**src/hw/asr_regs.vh**
```
`ifndef ASR_REGS_VH
`define ASR_REGS_VH

// ------------------------------------------------------------
// Register offsets
// ------------------------------------------------------------
`define ASR_X_SAMPLE_LOW      8'h00
`define ASR_X_SAMPLE_HIGH     8'h01
`define ASR_Y_SAMPLE_LOW      8'h02
`define ASR_Y_SAMPLE_HIGH     8'h03
`define ASR_Z_SAMPLE_LOW      8'h04
`define ASR_Z_SAMPLE_HIGH     8'h05
`define ASR_X_SAMPLE_BYTE     8'h06
`define ASR_Y_SAMPLE_BYTE     8'h07
`define ASR_Z_SAMPLE_BYTE     8'h08
`define ASR_SAMPLE_STATE      8'h09
`define ASR_EVENT_SOURCE      8'h0a
`define ASR_BUS_ADDRESS       8'h0d
`define ASR_USER_INFO         8'h0e
`define ASR_PART_IDENT        8'h0f
`define ASR_X_TRIM_LOW        8'h10
`define ASR_X_TRIM_HIGH       8'h11
`define ASR_Y_TRIM_LOW        8'h12
`define ASR_Y_TRIM_HIGH       8'h13
`define ASR_Z_TRIM_LOW        8'h14
`define ASR_Z_TRIM_HIGH       8'h15
`define ASR_MODE_CONTROL      8'h16
`define ASR_FLAG_CLEAR        8'h17
`define ASR_CONTROL_ONE       8'h18

// ------------------------------------------------------------
// Field positions
// ------------------------------------------------------------
`define ASR_ST_READY_BIT      0
`define ASR_ST_OVER_BIT       1
`define ASR_ST_PARITY_BIT     2
`define ASR_MC_SELF_TEST_BIT  4
`define ASR_MC_READY_MASK_BIT 6
`define ASR_CLR_A_BIT         0
`define ASR_CLR_B_BIT         1
`define ASR_CTL_ROUTE_LSB     1
`define ASR_BA_OFF_BIT        7

// ------------------------------------------------------------
// Reset values and encodings
// ------------------------------------------------------------
`define ASR_SLAVE_ADDR_RST    7'h1d
`define ASR_ROUTE_LVL_PLS     2'h0
`define ASR_ROUTE_PLS_LVL     2'h1
`define ASR_ROUTE_SGL_ANY     2'h2

`endif

```
**src/hw/asr_axis_hold.v**
```verilog
`timescale 1ns/1ps

// ------------------------------------------------------------
// One axis: sample store and coherent high-byte hold
// ------------------------------------------------------------
module asr_axis_hold
(
    core_clk,
    reset_n,
    sample_load,
    sample_in,
    byte_in,
    low_read,
    high_read,
    low_byte,
    high_byte,
    short_byte
);
    input  wire       core_clk;
    input  wire       reset_n;
    input  wire       sample_load;
    input  wire [9:0] sample_in;
    input  wire [7:0] byte_in;
    input  wire       low_read;
    input  wire       high_read;
    output wire [7:0] low_byte;
    output wire [7:0] high_byte;
    output wire [7:0] short_byte;

    reg  [9:0] sample_r;
    reg  [7:0] short_r;
    reg  [1:0] hold_r;
    reg        held_r;

    always @(posedge core_clk)
    begin
        if (!reset_n)
        begin
            sample_r <= 10'h000;
            short_r  <= 8'h00;
            hold_r   <= 2'h0;
            held_r   <= 1'b0;
        end
        else
        begin
            if (sample_load)
            begin
                sample_r <= sample_in;
                short_r  <= byte_in;
            end
            // Low read freezes the top bits of the same sample
            if (low_read)
            begin
                hold_r <= sample_r[9:8];
                held_r <= 1'b1;
            end
            else if (high_read)
            begin
                held_r <= 1'b0;
            end
        end
    end

    assign low_byte   = sample_r[7:0];
    assign high_byte  = {6'h00, (held_r ? hold_r : sample_r[9:8])};
    assign short_byte = short_r;

endmodule // asr_axis_hold

```
**src/hw/asr_sample_regs.v**
```verilog
`timescale 1ns/1ps
`include "asr_regs.vh"

// Contract
// - Axis samples are 10-bit, reset to zero
// - Low-byte read freezes X high byte
// - Y axis latches the same way
// - Z axis latches the same way
// - Each axis has an 8-bit sample
// - Status bit 0 flags new sample set
// - Status bit 1 flags overwritten sample
// - Status bit 2 trim parity, blocks self-test
// - Bits 7..5 flag level hits X,Y,Z
// - Bits 4..2 flag single pulse hits
// - Pulse flags meaningless during double pulse
// - Bits 0,1 flag routed interrupt sources
// - Address bits 6..0 fixed, bit 7 writable
// - Disable bit makes two-wire access ignored
// - User byte comes from programmed storage
// - Identity byte comes from programmed storage
// - Per-axis offset trims, writable, reset zero
// - Trim low bit weighs half a count
// - Ready mask 0 drives ready to pin
// - Routing 00 level/pulse, 01 swapped
// - Clear bits clear flag and its class
module asr_sample_regs
(
    core_clk,
    reset_n,
    reg_addr,
    reg_wr,
    reg_rd,
    reg_wdata,
    reg_two_wire,
    reg_rdata_r,
    reg_rvalid_r,
    sample_valid,
    x_sample,
    y_sample,
    z_sample,
    x_byte_in,
    y_byte_in,
    z_byte_in,
    level_hit,
    pulse_hit,
    pulse_is_double,
    trim_parity_fault,
    otp_user_byte,
    otp_ident_byte,
    int_a_pin_r,
    int_b_pin_r,
    two_wire_off_r,
    self_test_en_r,
    mode_sel_r,
    x_trim_r,
    y_trim_r,
    z_trim_r
);
    input  wire        core_clk;
    input  wire        reset_n;
    input  wire [7:0]  reg_addr;
    input  wire        reg_wr;
    input  wire        reg_rd;
    input  wire [7:0]  reg_wdata;
    input  wire        reg_two_wire;
    output reg  [7:0]  reg_rdata_r;
    output reg         reg_rvalid_r;
    input  wire        sample_valid;
    input  wire [9:0]  x_sample;
    input  wire [9:0]  y_sample;
    input  wire [9:0]  z_sample;
    input  wire [7:0]  x_byte_in;
    input  wire [7:0]  y_byte_in;
    input  wire [7:0]  z_byte_in;
    input  wire [2:0]  level_hit;
    input  wire [2:0]  pulse_hit;
    input  wire        pulse_is_double;
    input  wire        trim_parity_fault;
    input  wire [7:0]  otp_user_byte;
    input  wire [7:0]  otp_ident_byte;
    output reg         int_a_pin_r;
    output reg         int_b_pin_r;
    output reg         two_wire_off_r;
    output reg         self_test_en_r;
    output reg  [1:0]  mode_sel_r;
    output reg  [10:0] x_trim_r;
    output reg  [10:0] y_trim_r;
    output reg  [10:0] z_trim_r;

    // ------------------------------------------------------------
    // Access qualification
    // ------------------------------------------------------------
    // Two-wire traffic is dropped outright while disabled
    wire       acc_ok = ~(reg_two_wire & two_wire_off_r);
    wire       wr_ok  = reg_wr & acc_ok;
    wire       rd_ok  = reg_rd & acc_ok;

    wire       rd_xl  = rd_ok && (reg_addr == `ASR_X_SAMPLE_LOW);
    wire       rd_xh  = rd_ok && (reg_addr == `ASR_X_SAMPLE_HIGH);
    wire       rd_yl  = rd_ok && (reg_addr == `ASR_Y_SAMPLE_LOW);
    wire       rd_yh  = rd_ok && (reg_addr == `ASR_Y_SAMPLE_HIGH);
    wire       rd_zl  = rd_ok && (reg_addr == `ASR_Z_SAMPLE_LOW);
    wire       rd_zh  = rd_ok && (reg_addr == `ASR_Z_SAMPLE_HIGH);
    // Any read of sample data consumes the ready state
    wire       rd_smp = rd_ok && (reg_addr <= `ASR_Z_SAMPLE_BYTE);

    // ------------------------------------------------------------
    // Axis sample stores
    // ------------------------------------------------------------
    wire [7:0] x_low_byte;
    wire [7:0] x_high_byte;
    wire [7:0] x_short;
    wire [7:0] y_low_byte;
    wire [7:0] y_high_byte;
    wire [7:0] y_short;
    wire [7:0] z_low_byte;
    wire [7:0] z_high_byte;
    wire [7:0] z_short;

    // Coherence holds until the host reads the high byte of the same axis
    asr_axis_hold u_x_axis
    (
        .core_clk    (core_clk),
        .reset_n     (reset_n),
        .sample_load (sample_valid),
        .sample_in   (x_sample),
        .byte_in     (x_byte_in),
        .low_read    (rd_xl),
        .high_read   (rd_xh),
        .low_byte    (x_low_byte),
        .high_byte   (x_high_byte),
        .short_byte  (x_short)
    );

    asr_axis_hold u_y_axis
    (
        .core_clk    (core_clk),
        .reset_n     (reset_n),
        .sample_load (sample_valid),
        .sample_in   (y_sample),
        .byte_in     (y_byte_in),
        .low_read    (rd_yl),
        .high_read   (rd_yh),
        .low_byte    (y_low_byte),
        .high_byte   (y_high_byte),
        .short_byte  (y_short)
    );

    asr_axis_hold u_z_axis
    (
        .core_clk    (core_clk),
        .reset_n     (reset_n),
        .sample_load (sample_valid),
        .sample_in   (z_sample),
        .byte_in     (z_byte_in),
        .low_read    (rd_zl),
        .high_read   (rd_zh),
        .low_byte    (z_low_byte),
        .high_byte   (z_high_byte),
        .short_byte  (z_short)
    );

    // ------------------------------------------------------------
    // Control registers
    // ------------------------------------------------------------
    reg  [6:0] mode_ctl_r;
    reg  [7:0] ctl_one_r;
    wire [1:0] route = ctl_one_r[`ASR_CTL_ROUTE_LSB+1:`ASR_CTL_ROUTE_LSB];
    wire       ready_pin_mask = mode_ctl_r[`ASR_MC_READY_MASK_BIT];

    always @(posedge core_clk)
    begin
        if (!reset_n)
        begin
            mode_ctl_r     <= 7'h00;
            ctl_one_r      <= 8'h00;
            two_wire_off_r <= 1'b0;
            x_trim_r       <= 11'h000;
            y_trim_r       <= 11'h000;
            z_trim_r       <= 11'h000;
        end
        else if (wr_ok)
        begin
            // Trim LSB is a half count, the value is passed on unscaled
            if (reg_addr == `ASR_X_TRIM_LOW)
            begin
                x_trim_r[7:0] <= reg_wdata;
            end
            else if (reg_addr == `ASR_X_TRIM_HIGH)
            begin
                x_trim_r[10:8] <= reg_wdata[2:0];
            end
            else if (reg_addr == `ASR_Y_TRIM_LOW)
            begin
                y_trim_r[7:0] <= reg_wdata;
            end
            else if (reg_addr == `ASR_Y_TRIM_HIGH)
            begin
                y_trim_r[10:8] <= reg_wdata[2:0];
            end
            else if (reg_addr == `ASR_Z_TRIM_LOW)
            begin
                z_trim_r[7:0] <= reg_wdata;
            end
            else if (reg_addr == `ASR_Z_TRIM_HIGH)
            begin
                z_trim_r[10:8] <= reg_wdata[2:0];
            end
            else if (reg_addr == `ASR_BUS_ADDRESS)
            begin
                two_wire_off_r <= reg_wdata[`ASR_BA_OFF_BIT];
            end
            else if (reg_addr == `ASR_MODE_CONTROL)
            begin
                mode_ctl_r <= reg_wdata[6:0];
            end
            else if (reg_addr == `ASR_CONTROL_ONE)
            begin
                ctl_one_r <= reg_wdata;
            end
        end
    end

    // ------------------------------------------------------------
    // Status and event sources
    // ------------------------------------------------------------
    reg        ready_r;
    reg        over_r;
    reg  [2:0] level_r;
    reg  [2:0] pulse_r;
    reg        flag_a_r;
    reg        flag_b_r;

    wire       clr_wr  = wr_ok && (reg_addr == `ASR_FLAG_CLEAR);
    wire       clr_a   = clr_wr & reg_wdata[`ASR_CLR_A_BIT];
    wire       clr_b   = clr_wr & reg_wdata[`ASR_CLR_B_BIT];
    wire       any_lvl = |level_hit;
    wire       any_pls = |pulse_hit;
    wire       sgl_pls = any_pls & ~pulse_is_double;

    reg        a_src;
    reg        b_src;
    reg        clr_lvl;
    reg        clr_pls;

    always @*
    begin
        // Reserved routing code behaves as the default split
        case (route)
            `ASR_ROUTE_PLS_LVL:
            begin
                a_src   = any_pls;
                b_src   = any_lvl;
                clr_lvl = clr_b;
                clr_pls = clr_a;
            end
            `ASR_ROUTE_SGL_ANY:
            begin
                a_src   = sgl_pls;
                b_src   = any_pls;
                clr_lvl = 1'b0;
                clr_pls = clr_a | clr_b;
            end
            default:
            begin
                a_src   = any_lvl;
                b_src   = any_pls;
                clr_lvl = clr_a;
                clr_pls = clr_b;
            end
        endcase
    end

    // Source flags move only on events or clears, never on reads; ready/over clear on sample reads; set wins, but a sample read blocks the over set
    always @(posedge core_clk)
    begin
        if (!reset_n)
        begin
            ready_r  <= 1'b0;
            over_r   <= 1'b0;
            level_r  <= 3'h0;
            pulse_r  <= 3'h0;
            flag_a_r <= 1'b0;
            flag_b_r <= 1'b0;
        end
        else
        begin
            ready_r <= sample_valid | (ready_r & ~rd_smp);
            over_r  <= (sample_valid & ready_r & ~rd_smp)
                       | (over_r & ~rd_smp);
            level_r <= level_hit | (level_r & {3{~clr_lvl}});
            // Double pulses leave the per-axis flags untouched
            pulse_r <= (pulse_hit & {3{~pulse_is_double}})
                       | (pulse_r & {3{~clr_pls}});
            flag_a_r <= a_src | (flag_a_r & ~clr_a);
            flag_b_r <= b_src | (flag_b_r & ~clr_b);
        end
    end

    wire [7:0] state_byte = {5'h00, trim_parity_fault, over_r, ready_r};
    wire [7:0] source_byte = {level_r[0], level_r[1], level_r[2],
                              pulse_r[0], pulse_r[1], pulse_r[2],
                              flag_b_r, flag_a_r};

    // ------------------------------------------------------------
    // Pins and derived outputs
    // ------------------------------------------------------------
    always @(posedge core_clk)
    begin
        if (!reset_n)
        begin
            int_a_pin_r    <= 1'b0;
            int_b_pin_r    <= 1'b0;
            self_test_en_r <= 1'b0;
            mode_sel_r     <= 2'h0;
        end
        else
        begin
            // Host picks the mask; hardware only obeys it
            int_a_pin_r    <= flag_a_r | (ready_r & ~ready_pin_mask);
            int_b_pin_r    <= flag_b_r;
            // Bad trim data would make self-test results meaningless
            self_test_en_r <= mode_ctl_r[`ASR_MC_SELF_TEST_BIT]
                              & ~trim_parity_fault;
            mode_sel_r     <= mode_ctl_r[1:0];
        end
    end

    // ------------------------------------------------------------
    // Read data
    // ------------------------------------------------------------
    reg  [7:0] rd_mux;

    always @*
    begin
        if (reg_addr == `ASR_X_SAMPLE_LOW)
            rd_mux = x_low_byte;
        else if (reg_addr == `ASR_X_SAMPLE_HIGH)
            rd_mux = x_high_byte;
        else if (reg_addr == `ASR_Y_SAMPLE_LOW)
            rd_mux = y_low_byte;
        else if (reg_addr == `ASR_Y_SAMPLE_HIGH)
            rd_mux = y_high_byte;
        else if (reg_addr == `ASR_Z_SAMPLE_LOW)
            rd_mux = z_low_byte;
        else if (reg_addr == `ASR_Z_SAMPLE_HIGH)
            rd_mux = z_high_byte;
        else if (reg_addr == `ASR_X_SAMPLE_BYTE)
            rd_mux = x_short;
        else if (reg_addr == `ASR_Y_SAMPLE_BYTE)
            rd_mux = y_short;
        else if (reg_addr == `ASR_Z_SAMPLE_BYTE)
            rd_mux = z_short;
        else if (reg_addr == `ASR_SAMPLE_STATE)
            rd_mux = state_byte;
        else if (reg_addr == `ASR_EVENT_SOURCE)
            rd_mux = source_byte;
        else if (reg_addr == `ASR_BUS_ADDRESS)
            rd_mux = {two_wire_off_r, `ASR_SLAVE_ADDR_RST};
        else if (reg_addr == `ASR_USER_INFO)
            rd_mux = otp_user_byte;
        else if (reg_addr == `ASR_PART_IDENT)
            rd_mux = otp_ident_byte;
        else if (reg_addr == `ASR_X_TRIM_LOW)
            rd_mux = x_trim_r[7:0];
        else if (reg_addr == `ASR_X_TRIM_HIGH)
            rd_mux = {5'h00, x_trim_r[10:8]};
        else if (reg_addr == `ASR_Y_TRIM_LOW)
            rd_mux = y_trim_r[7:0];
        else if (reg_addr == `ASR_Y_TRIM_HIGH)
            rd_mux = {5'h00, y_trim_r[10:8]};
        else if (reg_addr == `ASR_Z_TRIM_LOW)
            rd_mux = z_trim_r[7:0];
        else if (reg_addr == `ASR_Z_TRIM_HIGH)
            rd_mux = {5'h00, z_trim_r[10:8]};
        else if (reg_addr == `ASR_MODE_CONTROL)
            rd_mux = {1'b0, mode_ctl_r};
        else if (reg_addr == `ASR_CONTROL_ONE)
            rd_mux = ctl_one_r;
        else
            rd_mux = 8'h00;
    end

    always @(posedge core_clk)
    begin
        if (!reset_n)
        begin
            reg_rdata_r  <= 8'h00;
            reg_rvalid_r <= 1'b0;
        end
        else
        begin
            reg_rvalid_r <= rd_ok;
            if (rd_ok)
            begin
                reg_rdata_r <= rd_mux;
            end
        end
    end

endmodule // asr_sample_regs

```
**config.mk**
```make
export PLATFORM = sky130hd
export DESIGN_NAME = asr_sample_regs
export DESIGN_NICKNAME = d
export VERILOG_FILES = /design/src/hw/asr_axis_hold.v /design/src/hw/asr_sample_regs.v
export VERILOG_INCLUDE_DIRS = /design/src /design/src/hw
export SDC_FILE = /design/constraint.sdc
export NUM_CORES = 1
export LEC_CHECK = 0
export ABC_CLOCK_PERIOD_IN_PS = 3800
export BUFFER_PORTS_ARGS = -buffer_cell sky130_fd_sc_hd__buf_4
export CORE_MARGIN = 3
export CORE_UTILIZATION = 35
export DETAILED_ROUTE_END_ITERATION = 7
export GPL_ROUTABILITY_DRIVEN = 0
export SLEW_MARGIN = 20
export SYNTH_ARGS = -nofsm -noshare
export SYNTH_HDL_FRONTEND = slang
export SYNTH_SLANG_ARGS = --single-unit
```
**constraint.sdc**
```tcl
create_clock -name core_clk -period 3.8 [get_ports core_clk]
set_input_delay 0.38 -clock core_clk [delete_from_list [all_inputs] [get_ports core_clk]]
set_output_delay 0.38 -clock core_clk [all_outputs]
set_load 0.01 [all_outputs]
```
# Yosys cells after proc, flatten, opt, wreduce, memory -nomap -nowiden
# Index checks and enable logic that the tools add are counted.
# op_classes
n_bitwise	42
n_div	0
n_mul	0
n_reduce_logical	23
n_eq_ne	24
order_cmp	1
n_shift	0
add_sub_neg	0
n_mux	35
# op_table
operator	n
$mux 8	22
$eq 8x5->1 const B	9
$eq 8x4->1 const B	6
$eq 8x3->1 const B	4
$not 1->1	17
$eq 8x2->1 const B	2
$and 1x1->1	14
$reduce_and 10->1	1
$and 3x3->3	3
$reduce_and 9->1	1
$eq 8x1->1 const B	1
$le 8x4->1 const B	1
$logic_and 1x1->1	8
$logic_not 8->1	1
$reduce_and 8->1	1
$mux 1	7
$reduce_and 7->1	1
$mux 2	3
$or 1x1->1	6
$or 3x3->3	2
$pmux 1 s2	3
$reduce_and 6->1	1
$reduce_bool 2->1	3
$reduce_or 3->1	2
other kinds (6)	6
# totals
input_bits	100
wordCells	158
latch_bits	0
out_inout_bits	48
ram_bits	0
register_bits	136
romBits	0
memories	0

# Logic depth before layout (Yosys ltp)
# logic_depth
word_depth	23
ltp_mapped	9

# By module
# A second synthesis with hierarchy kept.
# hier_totals
cells_unflattened	887
hier_area_um2	7633.6
# by_module_without_submodules
mod	cells_per_inst	instances	seq_area_each_um2	area_each_um2
asr_sample_regs	635	1	1461.4	4844.6
asr_axis_hold	84	3	420.4	929.6

# Least setup slack after synthesis
# No wires, ideal clock.
# synth_path
kind	input-to-reg
from	input reg_addr[4]
to	register ready_r
stages	8
slack_ns	1.856
t_arrival_ns	1.816
setup_time_ns	0.128
path_cell_list	or4_4 -> buf_6 -> buf_2 -> nor2_1 -> buf_4 -> nand2_1 -> a21oi_1 -> nor2_1
# synth_between
elab_chain_cells	5
# synth_rtl
element	line	text
from (decl)	asr_sample_regs.v:61	input wire [7:0] reg_addr;
$le 8x4->1 (no line)	--	
$logic_and 1x1->1	asr_sample_regs.v:105	wire rd_smp = rd_ok && (reg_addr <= `ASR_Z_SAMPLE_BYTE);
$not 1->1	asr_sample_regs.v:288	ready_r <= sample_valid | (ready_r & ~rd_smp);
$and 1x1->1	asr_sample_regs.v:288	
$or 1x1->1	asr_sample_regs.v:288	
to (signal assigned)	asr_sample_regs.v:288	
to (decl)	asr_sample_regs.v:227	reg ready_r;
# Every way passes these cells.
# A chain may end at the register's enable or synchronous reset.

# Worst setup path in the final report
# layout_path
from	input reg_addr[0]
to	register reg_rdata_r[6]
# layout_between
elab_chain_cells	23
elab_cells_between_ends	44
classes_between	eq/ne: 21; mux: 22; reduce/logical: 1
# layout_rtl
element	line	text
$eq 8x5->1 (no line)	--	
$mux 8	asr_sample_regs.v:378	else if (reg_addr == `ASR_CONTROL_ONE)
$mux 8	asr_sample_regs.v:376	else if (reg_addr == `ASR_MODE_CONTROL)
$mux 8	asr_sample_regs.v:374	else if (reg_addr == `ASR_Z_TRIM_HIGH)
$mux 8	asr_sample_regs.v:372	else if (reg_addr == `ASR_Z_TRIM_LOW)
$mux 8	asr_sample_regs.v:370	else if (reg_addr == `ASR_Y_TRIM_HIGH)
$mux 8	asr_sample_regs.v:368	else if (reg_addr == `ASR_Y_TRIM_LOW)
$mux 8	asr_sample_regs.v:366	else if (reg_addr == `ASR_X_TRIM_HIGH)
(+7 left out)	--	
$mux 8	asr_sample_regs.v:350	else if (reg_addr == `ASR_Y_SAMPLE_BYTE)
$mux 8	asr_sample_regs.v:348	else if (reg_addr == `ASR_X_SAMPLE_BYTE)
$mux 8	asr_sample_regs.v:346	else if (reg_addr == `ASR_Z_SAMPLE_HIGH)
$mux 8	asr_sample_regs.v:344	else if (reg_addr == `ASR_Z_SAMPLE_LOW)
$mux 8	asr_sample_regs.v:342	else if (reg_addr == `ASR_Y_SAMPLE_HIGH)
$mux 8	asr_sample_regs.v:340	else if (reg_addr == `ASR_Y_SAMPLE_LOW)
$mux 8	asr_sample_regs.v:338	else if (reg_addr == `ASR_X_SAMPLE_HIGH)
$mux 8 (*)	asr_sample_regs.v:336	if (reg_addr == `ASR_X_SAMPLE_LOW)
to (signal assigned)	asr_sample_regs.v:396	reg_rdata_r <= rd_mux;
to (decl)	asr_sample_regs.v:66	output reg [7:0] reg_rdata_r;
# Mark *: on every way between the ends. The rest lies on a longest branch, timed or not.

==> impl_results.md <==
* Status: complete, no violations
* Post-cts hold buffer count at 0
* ANT nets after route at 0
* Most frequent cells in the layout: buf_4, dfxtp_1, nor2_1, a21oi_1, nand2_1
* Met1 Wirelength at 10100 um
* Routed vias/inst at 5.62
* Num Clock Sinks at 136
* Root Buffer: clkbuf_16
* Post-DR wirelength/cell at 20.7 um
* Fin. Hold Viols at 0
* Post-synth top area share at 41.3%
* Final TNS setup at 0 ns
* Diode count at 0
* Die Y at 143 um
* Worst Path Arrival at 2.66 ns
* Mapped cell area at 6590 um^2
* Crit path capture: reg_rdata_r[6]
* Postcts setup bufs at 0
* Worst r2r dst: reg_rdata_r[0]
* Setup crit start: reg_addr[0]
* Crit-path max FO at 53
* Worst IR Drop VDD at 0.285 mV
* Crit-path slowest cell: o41ai_1
* Crit-path cells: buf_4 > inv_1 > and3_1 > o21ai_0 > a32oi_1 > o41ai_1 > o221ai_1
* Synth top area cells: dfxtp_1, mux2i_1, a21oi_1, nor2_1, nand2_1
* DR pass1 iterations at 7
* Worst r2r src: two_wire_off_r
* Worst min-delay path class: in -> reg
* Power density over the cells at 441 nW/um^2
* Input/output buffers at 147
* Core Area at 18200 um^2
* Reg clk slew, reported paths at 0.06 ns
* Max Used Layer: met4
* Final Setup Violations at 0
* CTS buffer count at 17
* Filler cell count at 1805
* NumNets Final at 1003
* Reg area at 2720 um^2
* Max incr delay on CP at 0.68 ns
* Slew Limit Fails at 0
* Mapped Cells at 785
* Setup crit end kind: register
* Met2 routed WL at 10900 um
* Starting Density at 36.2%
* Post-synth EDFFs at 0
* F_max at 416 MHz
* WS Path Type: in -> reg
* Residual DRC count at 0
* Via total after detailed routing at 6418
* CTS tree: built
* Synthesis Warnings at 0
* Multi-input logic area at 3550 um^2
* Final WL at 23700 um
* Synth unique cells at 69
* Pwr Total at 0.00374 W
* Ys async rst share at 0%
* Fin crit share at 63.3%
* Worst-Margin Slew at 0.929 ns
* Register area share after synthesis at 41.3%
* Post-synth top flop: dfxtp_1
* Yosys reg bits at 136
* Syn Nets at 887
* Nature of the critical path startpoint: primary input
* Worst R2R Path Depth at 6
* CP Data Required Time at 4.06 ns
* Most common cell after layout, fill and taps aside: buf_4
* Total grt overflow at 0
* I/O Pins at 148
* Layout area overhead at 28.7%
* Die ar. at 20500 um^2
* Dpl hpwl at 17000 um
* RSZ-0062 raised after global routing: false
* Fraction of layout cells with a size suffix above 1 at 23.3%
* Resized Gates After CTS at 0
* Final setup skew at 0.00618 ns
* Die width at 143 um
* GRT Util Overall at 23.0%
* First-pass GRT wire length at 35900 um
* Vias in the first global route at 6216
* Minimum clock period at 2.40 ns
* Register-to-register setup slack at 1.77 ns
* Max clock buf depth at 2
* Met3 wire len at 2080 um
* # rows at 49
* Yosys top cell by area: dfxtp_1
* Initial antenna violation count at 0
* Drt initial violations at 569
* Syn Area/Cell at 8.39 um^2
* Slew HR at 38.1%
* Clk_lat worst skew at 0.42 ns
* Pin count of the biggest net entering global routing at 117
* Max cap viols at 0
* H-tree Lvls at 4
* Pleak at 3.42 nW
-- synthesized netlist by cell type (all sizes together) (2+ instances only) --
| library cell | count |
|---|---|
| mux2i | 78 |
| buf | 26 |
| o211ai | 5 |
| a32o | 2 |
| o22a | 2 |
| or4bb | 2 |
| nand3b | 5 |
| a22oi | 17 |
| o32ai | 2 |
| mux2 | 6 |
| nand3 | 50 |
| a311oi | 7 |
| nand2 | 84 |
| a2bb2oi | 3 |
| inv | 11 |
| nand4 | 3 |
| or2 | 2 |
| or3 | 2 |
| nor3b | 2 |
| mux4 | 2 |
| a22o | 5 |
| nand2b | 6 |
| nor3 | 9 |
| a211oi | 6 |
| and2 | 4 |
| a221oi | 6 |
| a21oi | 87 |
| o21ai | 21 |
| a221o | 3 |
| o221ai | 3 |
| a31oi | 4 |
| nor4 | 7 |
| o311ai | 2 |
| dfxtp | 136 |
| o22ai | 9 |
| nor2b | 6 |
| nor2 | 97 |
| and3 | 7 |
| clkbuf | 37 |
| ha | 2 |
-- worst min path at each step --
stage,slack (ns),endpoint,depth (start not counted),start
2_1_floorplan,0.43,mode_ctl_r[5],2,mode_ctl_r[5]
3_3_place_gp,0.44,mode_ctl_r[5],2,mode_ctl_r[5]
3_5_place_dp,0.45,mode_ctl_r[5],2,mode_ctl_r[5]
4_1_cts,0.12,self_test_en_r,2,trim_parity_fault
5_1_grt,0.12,self_test_en_r,2,trim_parity_fault
6_report,0.13,self_test_en_r,2,trim_parity_fault
-- layer usage --
metal	track usage (%)	up-vias
met2	35.8	306
met1	30.8	3011
met3	6.13	35
met4	8.00	0
li1	-	3066
met5	0	-
-- metrics by stage --
step                      util [%]  area (um^2)  setup slack, ns  cells  hold WS [ns]
after floorplan                  -         6590             1.86    785         0.433
after global placement        42.9         7810             1.07   1111         0.440
after detailed placement      42.9         7810             1.01   1111         0.447
after CTS                     46.6         8480             1.42   1143         0.121
after global routing          46.6         8480             1.21   1143         0.123
final                         46.6         8480             1.40   1143         0.135
-- logic make-up after synthesis --
logic type      Yosys count  synth area share (%)
mux                      86                  13.6
compound gates          195                  19.0
flops                   136                  41.3
buf+inv                  74                  4.84
simple gates            292                  20.9
fa+ha+maj                 2                 0.380
-- layout make-up --
| class | count | area share, % |
|---|---|---|
| Clock buffer | 20 | 5.27 |
| Clock inverter | 12 | 2.63 |
| Inverter | 11 | 0.502 |
| Multi-Input combinational cell | 575 | 41.8 |
| Sequential cell | 136 | 32.1 |
| Tap cell | 229 | 3.38 |
| Timing Repair Buffer | 160 | 14.3 |
-- power breakdown --
part           leakage [nW]  internal (W)  switching, W  total, W
combinational          1.98      0.000155      0.000203  0.000358
clock                 0.320       0.00125      0.000631   0.00188
sequential             1.11       0.00147     0.0000351   0.00151
-- critical path, delay by kind of cell --
kind                   cells  cell delay [ns]
AND/OR/NAND/NOR            1             0.29
buffers and inverters      2             0.82
AO/OA/AOI/OAI              4             1.14
-- flip-flops by register name, indices dropped and copies added, names as in the netlist, 10 cells and up --
register	cells
x_trim_r	11
y_trim_r	11
z_trim_r	11
u_x_axis.sample_r	10
u_y_axis.sample_r	10
u_z_axis.sample_r	10
No activity file was read; power rests on OpenSTA's default activity.
